**src/eeh_pkg.sv**
```systemverilog
// Package of the serial memory host controller: register map, field positions,
// timing counts, state encodings and the structs that carry grouped signals.
// Assumes a 125 MHz system clock and a bus master that writes registers over Wishbone.
package eeh_pkg;

	// Register byte offsets.
	localparam logic [8:0] OFS_CTRL = 9'h000;
	localparam logic [8:0] OFS_ADDR = 9'h004;
	localparam logic [8:0] OFS_STAT = 9'h008;
	localparam int BUF_SEL_BIT = 8;

	// Control register fields.
	localparam int CTRL_GO = 0;
	localparam int CTRL_RD = 1;
	localparam int CTRL_POLL = 2;
	localparam int CTRL_WP = 3;
	localparam int CTRL_CNT_LO = 8;
	localparam logic [31:0] CTRL_RESET = 32'h0000_0000;

	// Address register fields.
	localparam int ADDR_WORD_LO = 0;
	localparam int ADDR_CS_LO = 16;
	localparam logic [31:0] ADDR_RESET = 32'h0000_0000;

	// Status register fields.
	localparam int STAT_BUSY = 0;
	localparam int STAT_DONE = 1;
	localparam int STAT_NACK = 2;
	localparam int STAT_TOUT = 3;

	// Link geometry.
	localparam int PAGE_BYTES = 64;
	localparam int IDX_W = 6;
	localparam int WADDR_W = 15;

	// Timing: system clock, serial clock and the longest internal write cycle.
	localparam int CLK_PERIOD_PS = 8000;
	localparam int SCL_PERIOD_NS = 2500;
	localparam int QUARTER_CYC = (SCL_PERIOD_NS * 1000 / 4 + CLK_PERIOD_PS - 1) / CLK_PERIOD_PS;
	localparam int WRITE_CYCLE_MS = 5;
	localparam longint WRITE_CYCLE_CYC_L = longint'(WRITE_CYCLE_MS) * 64'd1_000_000_000
		/ longint'(CLK_PERIOD_PS);
	localparam int WRITE_CYCLE_CYC = int'(WRITE_CYCLE_CYC_L);

	typedef enum logic [1:0] {
		EK_BIT = 2'b00,
		EK_START = 2'b01,
		EK_STOP = 2'b11
	} eeh_kind_t;

	typedef enum logic [3:0] {
		MS_IDLE = 4'b0000,
		MS_START = 4'b0001,
		MS_BYTE = 4'b0011,
		MS_LOAD = 4'b0010,
		MS_FETCH = 4'b0110,
		MS_STORE = 4'b0111,
		MS_STOP = 4'b0101,
		MS_DONE = 4'b0100
	} eeh_mstate_t;

	typedef enum logic [2:0] {
		SG_CTRL = 3'b000,
		SG_AHI = 3'b001,
		SG_ALO = 3'b011,
		SG_WDATA = 3'b010,
		SG_CTRLR = 3'b110,
		SG_RDATA = 3'b111,
		SG_POLL = 3'b101
	} eeh_stage_t;

	typedef struct packed {
		logic go;
		eeh_kind_t kind;
		logic tx;
	} eeh_cmd_t;

	typedef struct packed {
		logic done;
		logic rx;
	} eeh_rsp_t;

	typedef struct packed {
		logic en;
		logic we;
		logic [IDX_W-1:0] addr;
		logic [7:0] wdata;
	} eeh_mem_req_t;

	// Applies Wishbone byte selects to a register write.
	function automatic logic [31:0] sel_merge(input logic [31:0] old_v, input logic [31:0] new_v,
		input logic [3:0] sel);
		logic [31:0] res;
		res = old_v;
		for (int i = 0; i < 4; i++) begin
			if (sel[i]) begin
				res[i*8 +: 8] = new_v[i*8 +: 8];
			end
		end
		return res;
	endfunction

endpackage

```
**src/eeh_page_mem.sv**
```systemverilog
// Single-port byte store that holds one page of write data or read results.
// Assumes one owner at a time; read data appear from a register one cycle after en.
`timescale 1ns/1ps
module eeh_page_mem
	import eeh_pkg::*;
#(
	parameter int WIDTH = 8,
	parameter int DEPTH = PAGE_BYTES
) (
	input wire logic clk_i,
	input wire logic en_i,
	input wire logic we_i,
	input wire logic [$clog2(DEPTH)-1:0] addr_i,
	input wire logic [WIDTH-1:0] wdata_i,
	output logic [WIDTH-1:0] rdata_o
);

	logic [WIDTH-1:0] mem_ff [DEPTH];

	always_ff @(posedge clk_i) begin
		if (en_i) begin
			if (we_i) begin
				mem_ff[addr_i] <= wdata_i;
			end
			rdata_o <= mem_ff[addr_i];
		end
	end

endmodule

```
**src/eeh_bit_engine.sv**
```systemverilog
// Serial bit engine: issues Start, Stop and single data bits on the two-wire link.
// Assumes one command at a time; the next go comes only after done. The data pin is
// open drain, so it is only ever pulled low or released; the clock is driven push-pull.
`timescale 1ns/1ps
module eeh_bit_engine
	import eeh_pkg::*;
#(
	parameter int QUARTER = QUARTER_CYC
) (
	input wire logic clk_i,
	input wire logic rst_i,
	input wire eeh_cmd_t cmd_i,
	output eeh_rsp_t rsp_o,
	input wire logic sda_i,
	output logic scl_o,
	output logic sda_o,
	output logic sda_oe_n_o
);

	typedef struct packed {
		logic busy;
		eeh_kind_t kind;
		logic tx;
		logic [1:0] ph;
		logic [15:0] cnt;
		logic scl;
		logic rel;
		logic sync1;
		logic sync2;
		eeh_rsp_t rsp;
	} eeh_eng_t;

	localparam logic [15:0] QLAST = 16'(QUARTER - 1);

	eeh_eng_t st_ff;
	eeh_eng_t nxt_st;

	always_comb begin
		nxt_st = st_ff;
		nxt_st.sync1 = sda_i;
		nxt_st.sync2 = st_ff.sync1;
		nxt_st.rsp.done = 1'b0;
		if (!st_ff.busy) begin
			if (cmd_i.go) begin
				nxt_st.busy = 1'b1;
				nxt_st.kind = cmd_i.kind;
				nxt_st.tx = cmd_i.tx;
				nxt_st.ph = 2'd0;
				nxt_st.cnt = 16'h0000;
			end
		end else if (st_ff.cnt != QLAST) begin
			nxt_st.cnt = st_ff.cnt + 16'h0001;
		end else begin
			nxt_st.cnt = 16'h0000;
			nxt_st.ph = st_ff.ph + 2'd1;
			// Data bits only move while the clock is low; Start and Stop move the line while it is high.
			case (st_ff.ph)
				2'd0: begin
					nxt_st.scl = 1'b0;
					case (st_ff.kind)
						EK_BIT: nxt_st.rel = st_ff.tx;
						EK_START: nxt_st.rel = 1'b1;
						default: nxt_st.rel = 1'b0;
					endcase
				end
				2'd1: begin
					nxt_st.scl = 1'b1;
				end
				2'd2: begin
					case (st_ff.kind)
						EK_BIT: nxt_st.rsp.rx = st_ff.sync2;
						EK_START: nxt_st.rel = 1'b0;
						default: nxt_st.rel = 1'b1;
					endcase
				end
				default: begin
					// A Stop leaves both lines high, which is the idle bus.
					if (st_ff.kind != EK_STOP) begin
						nxt_st.scl = 1'b0;
					end
					nxt_st.busy = 1'b0;
					nxt_st.rsp.done = 1'b1;
				end
			endcase
		end
	end

	always_ff @(posedge clk_i) begin
		if (rst_i) begin
			st_ff <= '{busy: 1'b0, kind: EK_BIT, tx: 1'b1, ph: 2'd0, cnt: 16'h0000, scl: 1'b1,
				rel: 1'b1, sync1: 1'b1, sync2: 1'b1, rsp: '{done: 1'b0, rx: 1'b1}};
		end else begin
			st_ff <= nxt_st;
		end
	end

	assign rsp_o = st_ff.rsp;
	assign scl_o = st_ff.scl;
	assign sda_o = 1'b0;
	assign sda_oe_n_o = st_ff.rel;

endmodule

```
**src/eeh_host.sv**
```systemverilog
// What this block does
// - Data bits change only while clock is low
// - Transfers begin from idle, both lines high
// - Start: data falls with clock high
// - Stop: data rises with clock high
// - One bit per clock pulse, sampled high
// - Master chooses byte count per transfer
// - Ninth clock pulse carries the acknowledge
// - Acknowledger holds data low through clock high
// - Master withholds acknowledge on last read byte
// - Two address bytes, high first, top ignored
//
// Host controller for a two-wire serial memory: Wishbone registers, command sequencer,
// page buffer and the serial bit engine. Assumes a single Wishbone master and pull-ups
// on the data line; clock stretching by the device is not supported.
//
// Chosen here: the placing of the registers and register access over Wishbone.
`timescale 1ns/1ps
module eeh_host
	import eeh_pkg::*;
#(
	parameter logic [3:0] DEV_TYPE_CODE = 4'h0,
	parameter int POLL_CYCLES = WRITE_CYCLE_CYC,
	parameter int QUARTER = QUARTER_CYC
) (
	input wire logic clk_i,
	input wire logic rst_i,
	input wire logic wb_cyc_i,
	input wire logic wb_stb_i,
	input wire logic wb_we_i,
	input wire logic [8:0] wb_adr_i,
	input wire logic [3:0] wb_sel_i,
	input wire logic [31:0] wb_dat_i,
	output logic [31:0] wb_dat_o,
	output logic wb_ack_o,
	output logic scl_o,
	input wire logic sda_i,
	output logic sda_o,
	output logic sda_oe_n_o,
	output logic wp_o
);

	// DEV_TYPE_CODE default is arbitrary; set it to the device family's type code.

	typedef struct packed {
		eeh_mstate_t ms;
		eeh_stage_t stage;
		logic wait_eng;
		logic [8:0] sh;
		logic [3:0] nbits;
		logic [IDX_W-1:0] idx;
		logic [31:0] timer;
		eeh_cmd_t cmd;
		eeh_mem_req_t mem;
		logic ack;
		logic [31:0] dat;
		logic [1:0] wb_ph;
		logic rd;
		logic poll;
		logic wp;
		logic [IDX_W-1:0] cnt;
		logic [WADDR_W-1:0] waddr;
		logic [2:0] cs;
		logic busy;
		logic done;
		logic nack;
		logic tout;
	} eeh_host_t;

	localparam logic [31:0] POLL_LAST = 32'(POLL_CYCLES - 1);

	eeh_host_t st_ff;
	eeh_host_t nxt_st;
	eeh_rsp_t eng_rsp;
	logic [7:0] mem_rdata;
	logic [31:0] ctrl_rd;
	logic [31:0] addr_rd;
	logic [31:0] stat_rd;
	logic [31:0] ctrl_new;
	logic [31:0] addr_new;
	logic req;
	logic done_set;

	eeh_bit_engine #(
		.QUARTER(QUARTER)
	) u_eng (
		.clk_i(clk_i),
		.rst_i(rst_i),
		.cmd_i(st_ff.cmd),
		.rsp_o(eng_rsp),
		.sda_i(sda_i),
		.scl_o(scl_o),
		.sda_o(sda_o),
		.sda_oe_n_o(sda_oe_n_o)
	);

	eeh_page_mem #(
		.WIDTH(8),
		.DEPTH(PAGE_BYTES)
	) u_mem (
		// Fed from the next state so that the byte stands on mem_rdata in the very
		// cycle after the request; a registered request would hand over stale data.
		.clk_i(clk_i),
		.en_i(nxt_st.mem.en),
		.we_i(nxt_st.mem.we),
		.addr_i(nxt_st.mem.addr),
		.wdata_i(nxt_st.mem.wdata),
		.rdata_o(mem_rdata)
	);

	// Builds the control byte; the direction bit picks read or write.
	function automatic logic [8:0] ctrl_byte(input logic [2:0] cs, input logic rd);
		return {DEV_TYPE_CODE, cs, rd, 1'b1};
	endfunction

	always_comb begin
		ctrl_rd = 32'h0000_0000;
		ctrl_rd[CTRL_RD] = st_ff.rd;
		ctrl_rd[CTRL_POLL] = st_ff.poll;
		ctrl_rd[CTRL_WP] = st_ff.wp;
		ctrl_rd[CTRL_CNT_LO +: IDX_W] = st_ff.cnt;
		addr_rd = 32'h0000_0000;
		addr_rd[ADDR_WORD_LO +: WADDR_W] = st_ff.waddr;
		addr_rd[ADDR_CS_LO +: 3] = st_ff.cs;
		stat_rd = 32'h0000_0000;
		stat_rd[STAT_BUSY] = st_ff.busy;
		stat_rd[STAT_DONE] = st_ff.done;
		stat_rd[STAT_NACK] = st_ff.nack;
		stat_rd[STAT_TOUT] = st_ff.tout;
		ctrl_new = sel_merge(ctrl_rd, wb_dat_i, wb_sel_i);
		addr_new = sel_merge(addr_rd, wb_dat_i, wb_sel_i);
	end

	assign req = wb_cyc_i && wb_stb_i && !st_ff.ack;

	always_comb begin
		nxt_st = st_ff;
		nxt_st.ack = 1'b0;
		nxt_st.cmd.go = 1'b0;
		nxt_st.mem.en = 1'b0;
		nxt_st.mem.we = 1'b0;
		done_set = 1'b0;

		// Register side. The buffer belongs to the sequencer while busy, so buffer
		// accesses simply wait; that may last a whole write cycle when polling.
		if (req) begin
			if (wb_adr_i[BUF_SEL_BIT]) begin
				if (!st_ff.busy) begin
					if (st_ff.wb_ph == 2'd0) begin
						nxt_st.mem.en = 1'b1;
						nxt_st.mem.we = wb_we_i && wb_sel_i[0];
						nxt_st.mem.addr = wb_adr_i[2 +: IDX_W];
						nxt_st.mem.wdata = wb_dat_i[7:0];
						nxt_st.wb_ph = 2'd1;
					end else begin
						nxt_st.wb_ph = 2'd0;
						nxt_st.ack = 1'b1;
						nxt_st.dat = {24'h00_0000, mem_rdata};
					end
				end
			end else begin
				nxt_st.ack = 1'b1;
				nxt_st.dat = 32'h0000_0000;
				case ({wb_adr_i[8:2], 2'b00})
					OFS_CTRL: begin
						nxt_st.dat = ctrl_rd;
						if (wb_we_i && !st_ff.busy) begin
							nxt_st.rd = ctrl_new[CTRL_RD];
							nxt_st.poll = ctrl_new[CTRL_POLL];
							nxt_st.wp = ctrl_new[CTRL_WP];
							nxt_st.cnt = ctrl_new[CTRL_CNT_LO +: IDX_W];
							if (ctrl_new[CTRL_GO] && wb_sel_i[0]) begin
								nxt_st.busy = 1'b1;
								nxt_st.nack = 1'b0;
								nxt_st.tout = 1'b0;
								nxt_st.stage = SG_CTRL;
								nxt_st.ms = MS_START;
							end
						end
					end
					OFS_ADDR: begin
						nxt_st.dat = addr_rd;
						if (wb_we_i && !st_ff.busy) begin
							nxt_st.waddr = addr_new[ADDR_WORD_LO +: WADDR_W];
							nxt_st.cs = addr_new[ADDR_CS_LO +: 3];
						end
					end
					OFS_STAT: begin
						nxt_st.dat = stat_rd;
						if (wb_we_i && wb_sel_i[0] && wb_dat_i[STAT_DONE]) begin
							nxt_st.done = 1'b0;
						end
					end
					default: nxt_st.dat = 32'h0000_0000;
				endcase
			end
		end

		if (st_ff.stage == SG_POLL && st_ff.timer != POLL_LAST) begin
			nxt_st.timer = st_ff.timer + 32'h0000_0001;
		end

		case (st_ff.ms)
			MS_IDLE: begin
			end
			MS_START: begin
				if (!st_ff.wait_eng) begin
					nxt_st.cmd = '{go: 1'b1, kind: EK_START, tx: 1'b1};
					nxt_st.wait_eng = 1'b1;
				end else if (eng_rsp.done) begin
					nxt_st.wait_eng = 1'b0;
					nxt_st.sh = ctrl_byte(st_ff.cs, st_ff.stage == SG_CTRLR);
					nxt_st.nbits = 4'd9;
					nxt_st.ms = MS_BYTE;
				end
			end
			MS_BYTE: begin
				// Eight bits then the ninth acknowledge bit; a one released lets the far side answer.
				if (!st_ff.wait_eng) begin
					nxt_st.cmd = '{go: 1'b1, kind: EK_BIT, tx: st_ff.sh[8]};
					nxt_st.wait_eng = 1'b1;
				end else if (eng_rsp.done) begin
					nxt_st.wait_eng = 1'b0;
					nxt_st.sh = {st_ff.sh[7:0], eng_rsp.rx};
					nxt_st.nbits = st_ff.nbits - 4'd1;
					if (st_ff.nbits == 4'd1) begin
						// A silent device (wrong selects or busy writing) ends the transfer.
						case (st_ff.stage)
							SG_CTRL: begin
								if (eng_rsp.rx) begin
									nxt_st.nack = 1'b1;
									nxt_st.ms = MS_STOP;
								end else begin
									nxt_st.stage = SG_AHI;
									nxt_st.sh = {1'b0, st_ff.waddr[14:8], 1'b1};
									nxt_st.nbits = 4'd9;
								end
							end
							SG_AHI: begin
								nxt_st.stage = SG_ALO;
								nxt_st.sh = {st_ff.waddr[7:0], 1'b1};
								nxt_st.nbits = 4'd9;
								nxt_st.nack = eng_rsp.rx;
								nxt_st.ms = eng_rsp.rx ? MS_STOP : MS_BYTE;
							end
							SG_ALO: begin
								nxt_st.idx = '0;
								nxt_st.nack = eng_rsp.rx;
								if (eng_rsp.rx) begin
									nxt_st.ms = MS_STOP;
								end else if (st_ff.rd) begin
									nxt_st.stage = SG_CTRLR;
									nxt_st.ms = MS_START;
								end else begin
									nxt_st.stage = SG_WDATA;
									nxt_st.ms = MS_LOAD;
								end
							end
							SG_WDATA: begin
								// Count is at most one page; the host never wraps past it.
								if (eng_rsp.rx) begin
									nxt_st.nack = 1'b1;
									nxt_st.ms = MS_STOP;
								end else if (st_ff.idx == st_ff.cnt) begin
									nxt_st.ms = MS_STOP;
								end else begin
									nxt_st.idx = st_ff.idx + 1'b1;
									nxt_st.ms = MS_LOAD;
								end
							end
							SG_CTRLR: begin
								nxt_st.nack = eng_rsp.rx;
								nxt_st.stage = SG_RDATA;
								nxt_st.sh = {8'hFF, st_ff.cnt == '0};
								nxt_st.nbits = 4'd9;
								nxt_st.ms = eng_rsp.rx ? MS_STOP : MS_BYTE;
							end
							SG_RDATA: begin
								nxt_st.mem = '{en: 1'b1, we: 1'b1, addr: st_ff.idx, wdata: st_ff.sh[7:0]};
								nxt_st.ms = MS_STORE;
							end
							default: begin
								nxt_st.ms = MS_STOP;
								if (!eng_rsp.rx) begin
									nxt_st.stage = SG_CTRL;
								end
							end
						endcase
					end
				end
			end
			MS_LOAD: begin
				nxt_st.mem = '{en: 1'b1, we: 1'b0, addr: st_ff.idx, wdata: 8'h00};
				nxt_st.ms = MS_FETCH;
			end
			MS_FETCH: begin
				nxt_st.sh = {mem_rdata, 1'b1};
				nxt_st.nbits = 4'd9;
				nxt_st.ms = MS_BYTE;
			end
			MS_STORE: begin
				if (st_ff.idx == st_ff.cnt) begin
					nxt_st.ms = MS_STOP;
				end else begin
					// Acknowledge every byte but the last, which is left unacknowledged.
					nxt_st.idx = st_ff.idx + 1'b1;
					nxt_st.sh = {8'hFF, (st_ff.idx + 1'b1) == st_ff.cnt};
					nxt_st.nbits = 4'd9;
					nxt_st.ms = MS_BYTE;
				end
			end
			MS_STOP: begin
				if (!st_ff.wait_eng) begin
					nxt_st.cmd = '{go: 1'b1, kind: EK_STOP, tx: 1'b1};
					nxt_st.wait_eng = 1'b1;
				end else if (eng_rsp.done) begin
					nxt_st.wait_eng = 1'b0;
					nxt_st.ms = MS_DONE;
					if (st_ff.stage == SG_WDATA && !st_ff.nack && st_ff.poll && !st_ff.wp) begin
						// The write cycle runs now; poll until the device answers or 5 ms pass.
						nxt_st.stage = SG_POLL;
						nxt_st.timer = 32'h0000_0000;
						nxt_st.ms = MS_START;
					end else if (st_ff.stage == SG_POLL) begin
						if (st_ff.timer == POLL_LAST) begin
							nxt_st.tout = 1'b1;
						end else begin
							nxt_st.ms = MS_START;
						end
					end
				end
			end
			MS_DONE: begin
				nxt_st.busy = 1'b0;
				nxt_st.stage = SG_CTRL;
				nxt_st.ms = MS_IDLE;
				done_set = 1'b1;
			end
			default: nxt_st.ms = MS_IDLE;
		endcase

		// Completion set wins over a clear written in the same cycle.
		if (done_set) begin
			nxt_st.done = 1'b1;
		end
		if (st_ff.ms == MS_DONE && st_ff.stage == SG_POLL) begin
			nxt_st.nack = 1'b0;
		end
	end

	always_ff @(posedge clk_i) begin
		if (rst_i) begin
			st_ff <= '{ms: MS_IDLE, stage: SG_CTRL, wait_eng: 1'b0, sh: 9'h1FF, nbits: 4'd0,
				idx: '0, timer: 32'h0000_0000, cmd: '{go: 1'b0, kind: EK_BIT, tx: 1'b1},
				mem: '{en: 1'b0, we: 1'b0, addr: '0, wdata: 8'h00}, ack: 1'b0,
				dat: 32'h0000_0000, wb_ph: 2'd0, rd: CTRL_RESET[CTRL_RD],
				poll: CTRL_RESET[CTRL_POLL], wp: CTRL_RESET[CTRL_WP],
				cnt: CTRL_RESET[CTRL_CNT_LO +: IDX_W], waddr: ADDR_RESET[ADDR_WORD_LO +: WADDR_W],
				cs: ADDR_RESET[ADDR_CS_LO +: 3], busy: 1'b0, done: 1'b0, nack: 1'b0,
				tout: 1'b0};
		end else begin
			st_ff <= nxt_st;
		end
	end

	assign wb_ack_o = st_ff.ack;
	assign wb_dat_o = st_ff.dat;
	// Held from a register through the whole command, so the Stop samples a steady level.
	assign wp_o = st_ff.wp;

endmodule

```
**config.mk**
```make
export PLATFORM = sky130hd
export DESIGN_NAME = eeh_host
export DESIGN_NICKNAME = d
export VERILOG_FILES = /design/src/eeh_pkg.sv /design/src/eeh_page_mem.sv /design/src/eeh_bit_engine.sv /design/src/eeh_host.sv
export SDC_FILE = /design/constraint.sdc
export NUM_CORES = 1
export LEC_CHECK = 0
export BUFFER_PORTS_ARGS = -buffer_cell sky130_fd_sc_hd__buf_2
export CAP_MARGIN = 20
export CORE_MARGIN = 5
export CORE_UTILIZATION = 31
export DETAILED_ROUTE_END_ITERATION = 10
export GPL_ROUTABILITY_DRIVEN = 0
export SLEW_MARGIN = 20
export SYNTH_ARGS = -nofsm -noshare
export SYNTH_HDL_FRONTEND = slang
export SYNTH_SLANG_ARGS = --single-unit
```
**constraint.sdc**
```tcl
create_clock -name clk_i -period 11.95 [get_ports clk_i]
set_input_delay 0 -clock clk_i [delete_from_list [all_inputs] [get_ports clk_i]]
set_output_delay 0 -clock clk_i [all_outputs]
set_load 0.02 [all_outputs]
```
==> results.toml <==
[drt]
drt-initial-drc-count = 2172
vias = 19800
routed_wl_microns = 81500
drt-vias-per-instance = 5.33
post-route-drc-count = 0
detail-route-antenna-nets = 0
first_pass_iteration_count_of_the_detailed_router = 5
detail_route.wl_per_cell_microns = 22.0

[yosys]
seq_area_frac_synth = 0.647
yosys_warnings = 0
syn_inst = 2363
async_set_or_reset_register_ratio_after_synthesis = 0
number_of_synthesized_flops_with_an_enable_pin = 520
synth_seq_cells = 676
mappedNetlistArea_sq_um = 28900
ys.flop_type = "sky130_fd_sc_hd__edfxtp_1"
synthDistinctLibCells = 85
synthesis.area_per_instance_sq_um = 12.3
synth.top_cell.area_share = 0.539
synthTopCellsByArea = "sky130_fd_sc_hd__edfxtp_1 54%, sky130_fd_sc_hd__dfxtp_1 11%, sky130_fd_sc_hd__mux2i_1 3.5%"
post-synth-top-area-cell = "sky130_fd_sc_hd__edfxtp_1"

[setup_path]
worstPathCellList = "ha_1, or3b_1, o31a_4, or3_1, nand2_2, buf_4, nand3_1, nor2_1"
cp.required_ns = 12.19
critical-path-slowest-cell = "sky130_fd_sc_hd__nor2_1"
crit_arrival_ns = 5.81
timing_worst_setup_path_type = "reg2reg"
critPathMaxStageDelay_ns = 1.03
worstSetupEndpointType = "flop"
timing.critical_path.fanout_max = 76
crit_path_start_kind = "flop"

[timing]
part_of_the_cycle_the_worst_path_needs = 0.466
fin_tns_setup_ns = 0
max_slew_margin = 0.284
finalMaxSlewViolations = 0
fmaxAchievable_mhz = 180
timing.clock.skew_ns = 0.0364
hold_violations = 0
worst_slew_pin_slew_ns = 1.07
grt_setup_unrepaired = "no"
setup_viol_count_final = 0
layout_min_cycle_time_ns = 5.57

[final_layout]
synthToLayoutAreaGrowth_pct = 14.3
num-nets-final = 2463
final_cell_mix = "520 x sky130_fd_sc_hd__edfxtp_1, 246 x sky130_fd_sc_hd__nor2_1, 156 x sky130_fd_sc_hd__dfxtp_1"
antenna_cells_inserted = 0
drive_gt1_frac = 0.110
commonest_non_fill_non_tap_cell_in_the_layout = "sky130_fd_sc_hd__edfxtp_1"

[floorplanning]
die_width_microns = 316
initial_core_util = 0.311
dieArea_sq_um = 99600
placeableCoreArea_sq_um = 93000
rows = 112
boundaryPins = 88
die-height_microns = 316

[power_and_ir_drop]
fin_total_pwr_uw = 5040
power.static_leakage_uw = 0.0110
power.density_nw_per_um2 = 152
peakVddDrop_mv = 0.106

[clock_tree]
cts_hold_buffers = 33
cts_inserted_buffers = 74
cts_sinks = 676
ctsHtreeMaxLevel = 3
clock_path_buffers = 3
cts.reportedPaths.clkPinSlew_ns = 0.06
clock_latency_ns = 0.64
cts_tree = "yes"
root_buffer_master = "sky130_fd_sc_hd__clkbuf_16"
cts.repair_timing.setup_buffer_count = 0
post_cts_resize_count = 0

[worst_hold_path]
min_path_type = "in2reg"

[run]
maxCapViolCount = 0

[global_routing]
antenna_found_initial = 1
via_count_of_the_first_global_routing_pass = 18900
globalRouteOverflowTotal = 0
grt_start_max_net_pins = 77
grtUsageTotal = 0.159
grt_pass1_wl_microns = 121000

[run_status]
status = "completed"

[placement]
dp_hpwl_microns = 50400
port_buffers = 55
==> power breakdown <==
| group | switching, uW | leakage [uW] | internal, uW |
|---|---|---|---|
| logic | 187 | 0.00377 | 69.8 |
| registers | 4.09 | 0.00605 | 2540 |
| clock network | 932 | 0.00114 | 1310 |
| total | 1120 | 0.0110 | 3910 |
==> kinds of logic (layout without fill, tap and decap cells) <==
family | after synthesis | count (layout) | share of synthesized area
DFF | 676 | 676 | 0.647
other | 1 | 16 | 0.000130
adders and majority gates | 10 | 10 | 0.00432
buffers and inverters | 210 | 289 | 0.0349
AOI/OAI and AO/OA | 590 | 590 | 0.137
muxes | 135 | 135 | 0.0482
and+or+nand+nor | 700 | 700 | 0.116
xor gates and xnor gates | 41 | 41 | 0.0124
==> Yosys cell counts (10+ instances only) <==
cell type and n:
sky130_fd_sc_hd__a211oi_1 17, sky130_fd_sc_hd__a21oi_1 119, sky130_fd_sc_hd__a221oi_1 10, sky130_fd_sc_hd__a222oi_1 12
sky130_fd_sc_hd__a22o_1 17, sky130_fd_sc_hd__a22oi_1 73, sky130_fd_sc_hd__a31oi_1 13, sky130_fd_sc_hd__a32oi_1 17
sky130_fd_sc_hd__and2_1 16, sky130_fd_sc_hd__and3_1 34, sky130_fd_sc_hd__buf_2 39, sky130_fd_sc_hd__buf_4 38
sky130_fd_sc_hd__clkbuf_1 96, sky130_fd_sc_hd__dfxtp_1 156, sky130_fd_sc_hd__edfxtp_1 520, sky130_fd_sc_hd__ha_1 10
sky130_fd_sc_hd__inv_1 26, sky130_fd_sc_hd__mux2_2 33, sky130_fd_sc_hd__mux2i_1 100, sky130_fd_sc_hd__nand2_1 148
sky130_fd_sc_hd__nand2b_1 16, sky130_fd_sc_hd__nand3_1 67, sky130_fd_sc_hd__nand4_1 26, sky130_fd_sc_hd__nor2_1 247
sky130_fd_sc_hd__nor2b_1 18, sky130_fd_sc_hd__nor3_1 48, sky130_fd_sc_hd__nor4_1 15, sky130_fd_sc_hd__o2111ai_1 17
sky130_fd_sc_hd__o211ai_1 12, sky130_fd_sc_hd__o21ai_0 157, sky130_fd_sc_hd__o22a_1 10, sky130_fd_sc_hd__o22ai_1 17
sky130_fd_sc_hd__o2bb2ai_1 12, sky130_fd_sc_hd__or3_1 12, sky130_fd_sc_hd__xnor2_1 19, sky130_fd_sc_hd__xor2_1 22
==> sequential cells by signal, summed over array words and instances (netlist names) <==
register / cells
addr_rd: 18
ctrl_rd: 8
st_ff: 82
u_eng.nxt_st: 1
u_eng.rsp_o: 2
u_eng.scl_o: 1
u_eng.sda_oe_n_o: 1
u_eng.st_ff: 23
u_mem.mem_ff: 512
u_mem.rdata_o: 8
wb_ack_o: 1
wb_dat_o: 18
wp_o: 1
==> final cells by class <==
type                    count  area [sq um]
clock buffers             101          2040
repair buffers            132           938
fillers                  9158         60000
inverters                  26          97.6
multi-input cells        1492          9400
well taps                1254          1570
clock inverters            30           304
flip-flops and latches    676         18700
==> worst max-delay path, delay by kind of cell (launching register included) <==
family,cells,cell delay [ns]
AND/OR/NAND/NOR,5,3.32
buffers and inverters,1,0.77
AO/OA/AOI/OAI,1,0.50
flip-flops,1,0.38
adder cells (fa/ha/maj),1,0.17
==> final timing paths <==
kind,startpoint,to,slack [ns],cells past startpoint
max,st_ff[124],u_mem.mem_ff[44][0],6.38,8
min,wb_sel_i[1],ctrl_rd[8],0.05,4
max reg2reg,st_ff[124],u_mem.mem_ff[44][0],6.38,8
min reg2reg,u_eng.nxt_st[2],u_eng.st_ff[2],0.42,1
==> metal layers <==
metal	share of wire	routed length (microns)	track usage
met1	0.42	34400	0.210
met2	0.46	37800	0.257
met3	0.079	6400	0.0339
met4	0.035	2840	0.0587
met5	0	0	0
==> stage by stage <==
stage / setup WS (ns) / area, sq um / std cells / hold slack (ns) / util
after floorplan: 7.05 / 29000 / 2378 / 0.104 / -
after global placement: 6.58 / 30400 / 3547 / 0.197 / 0.327
after detailed placement: 6.47 / 30400 / 3547 / 0.196 / 0.327
after CTS: 6.45 / 33100 / 3711 / 0.00919 / 0.356
after global routing: 6.18 / 33100 / 3711 / 0.0809 / 0.356
final: 6.38 / 33100 / 3711 / 0.0519 / 0.356
Power figures use the tool's default switching activity.
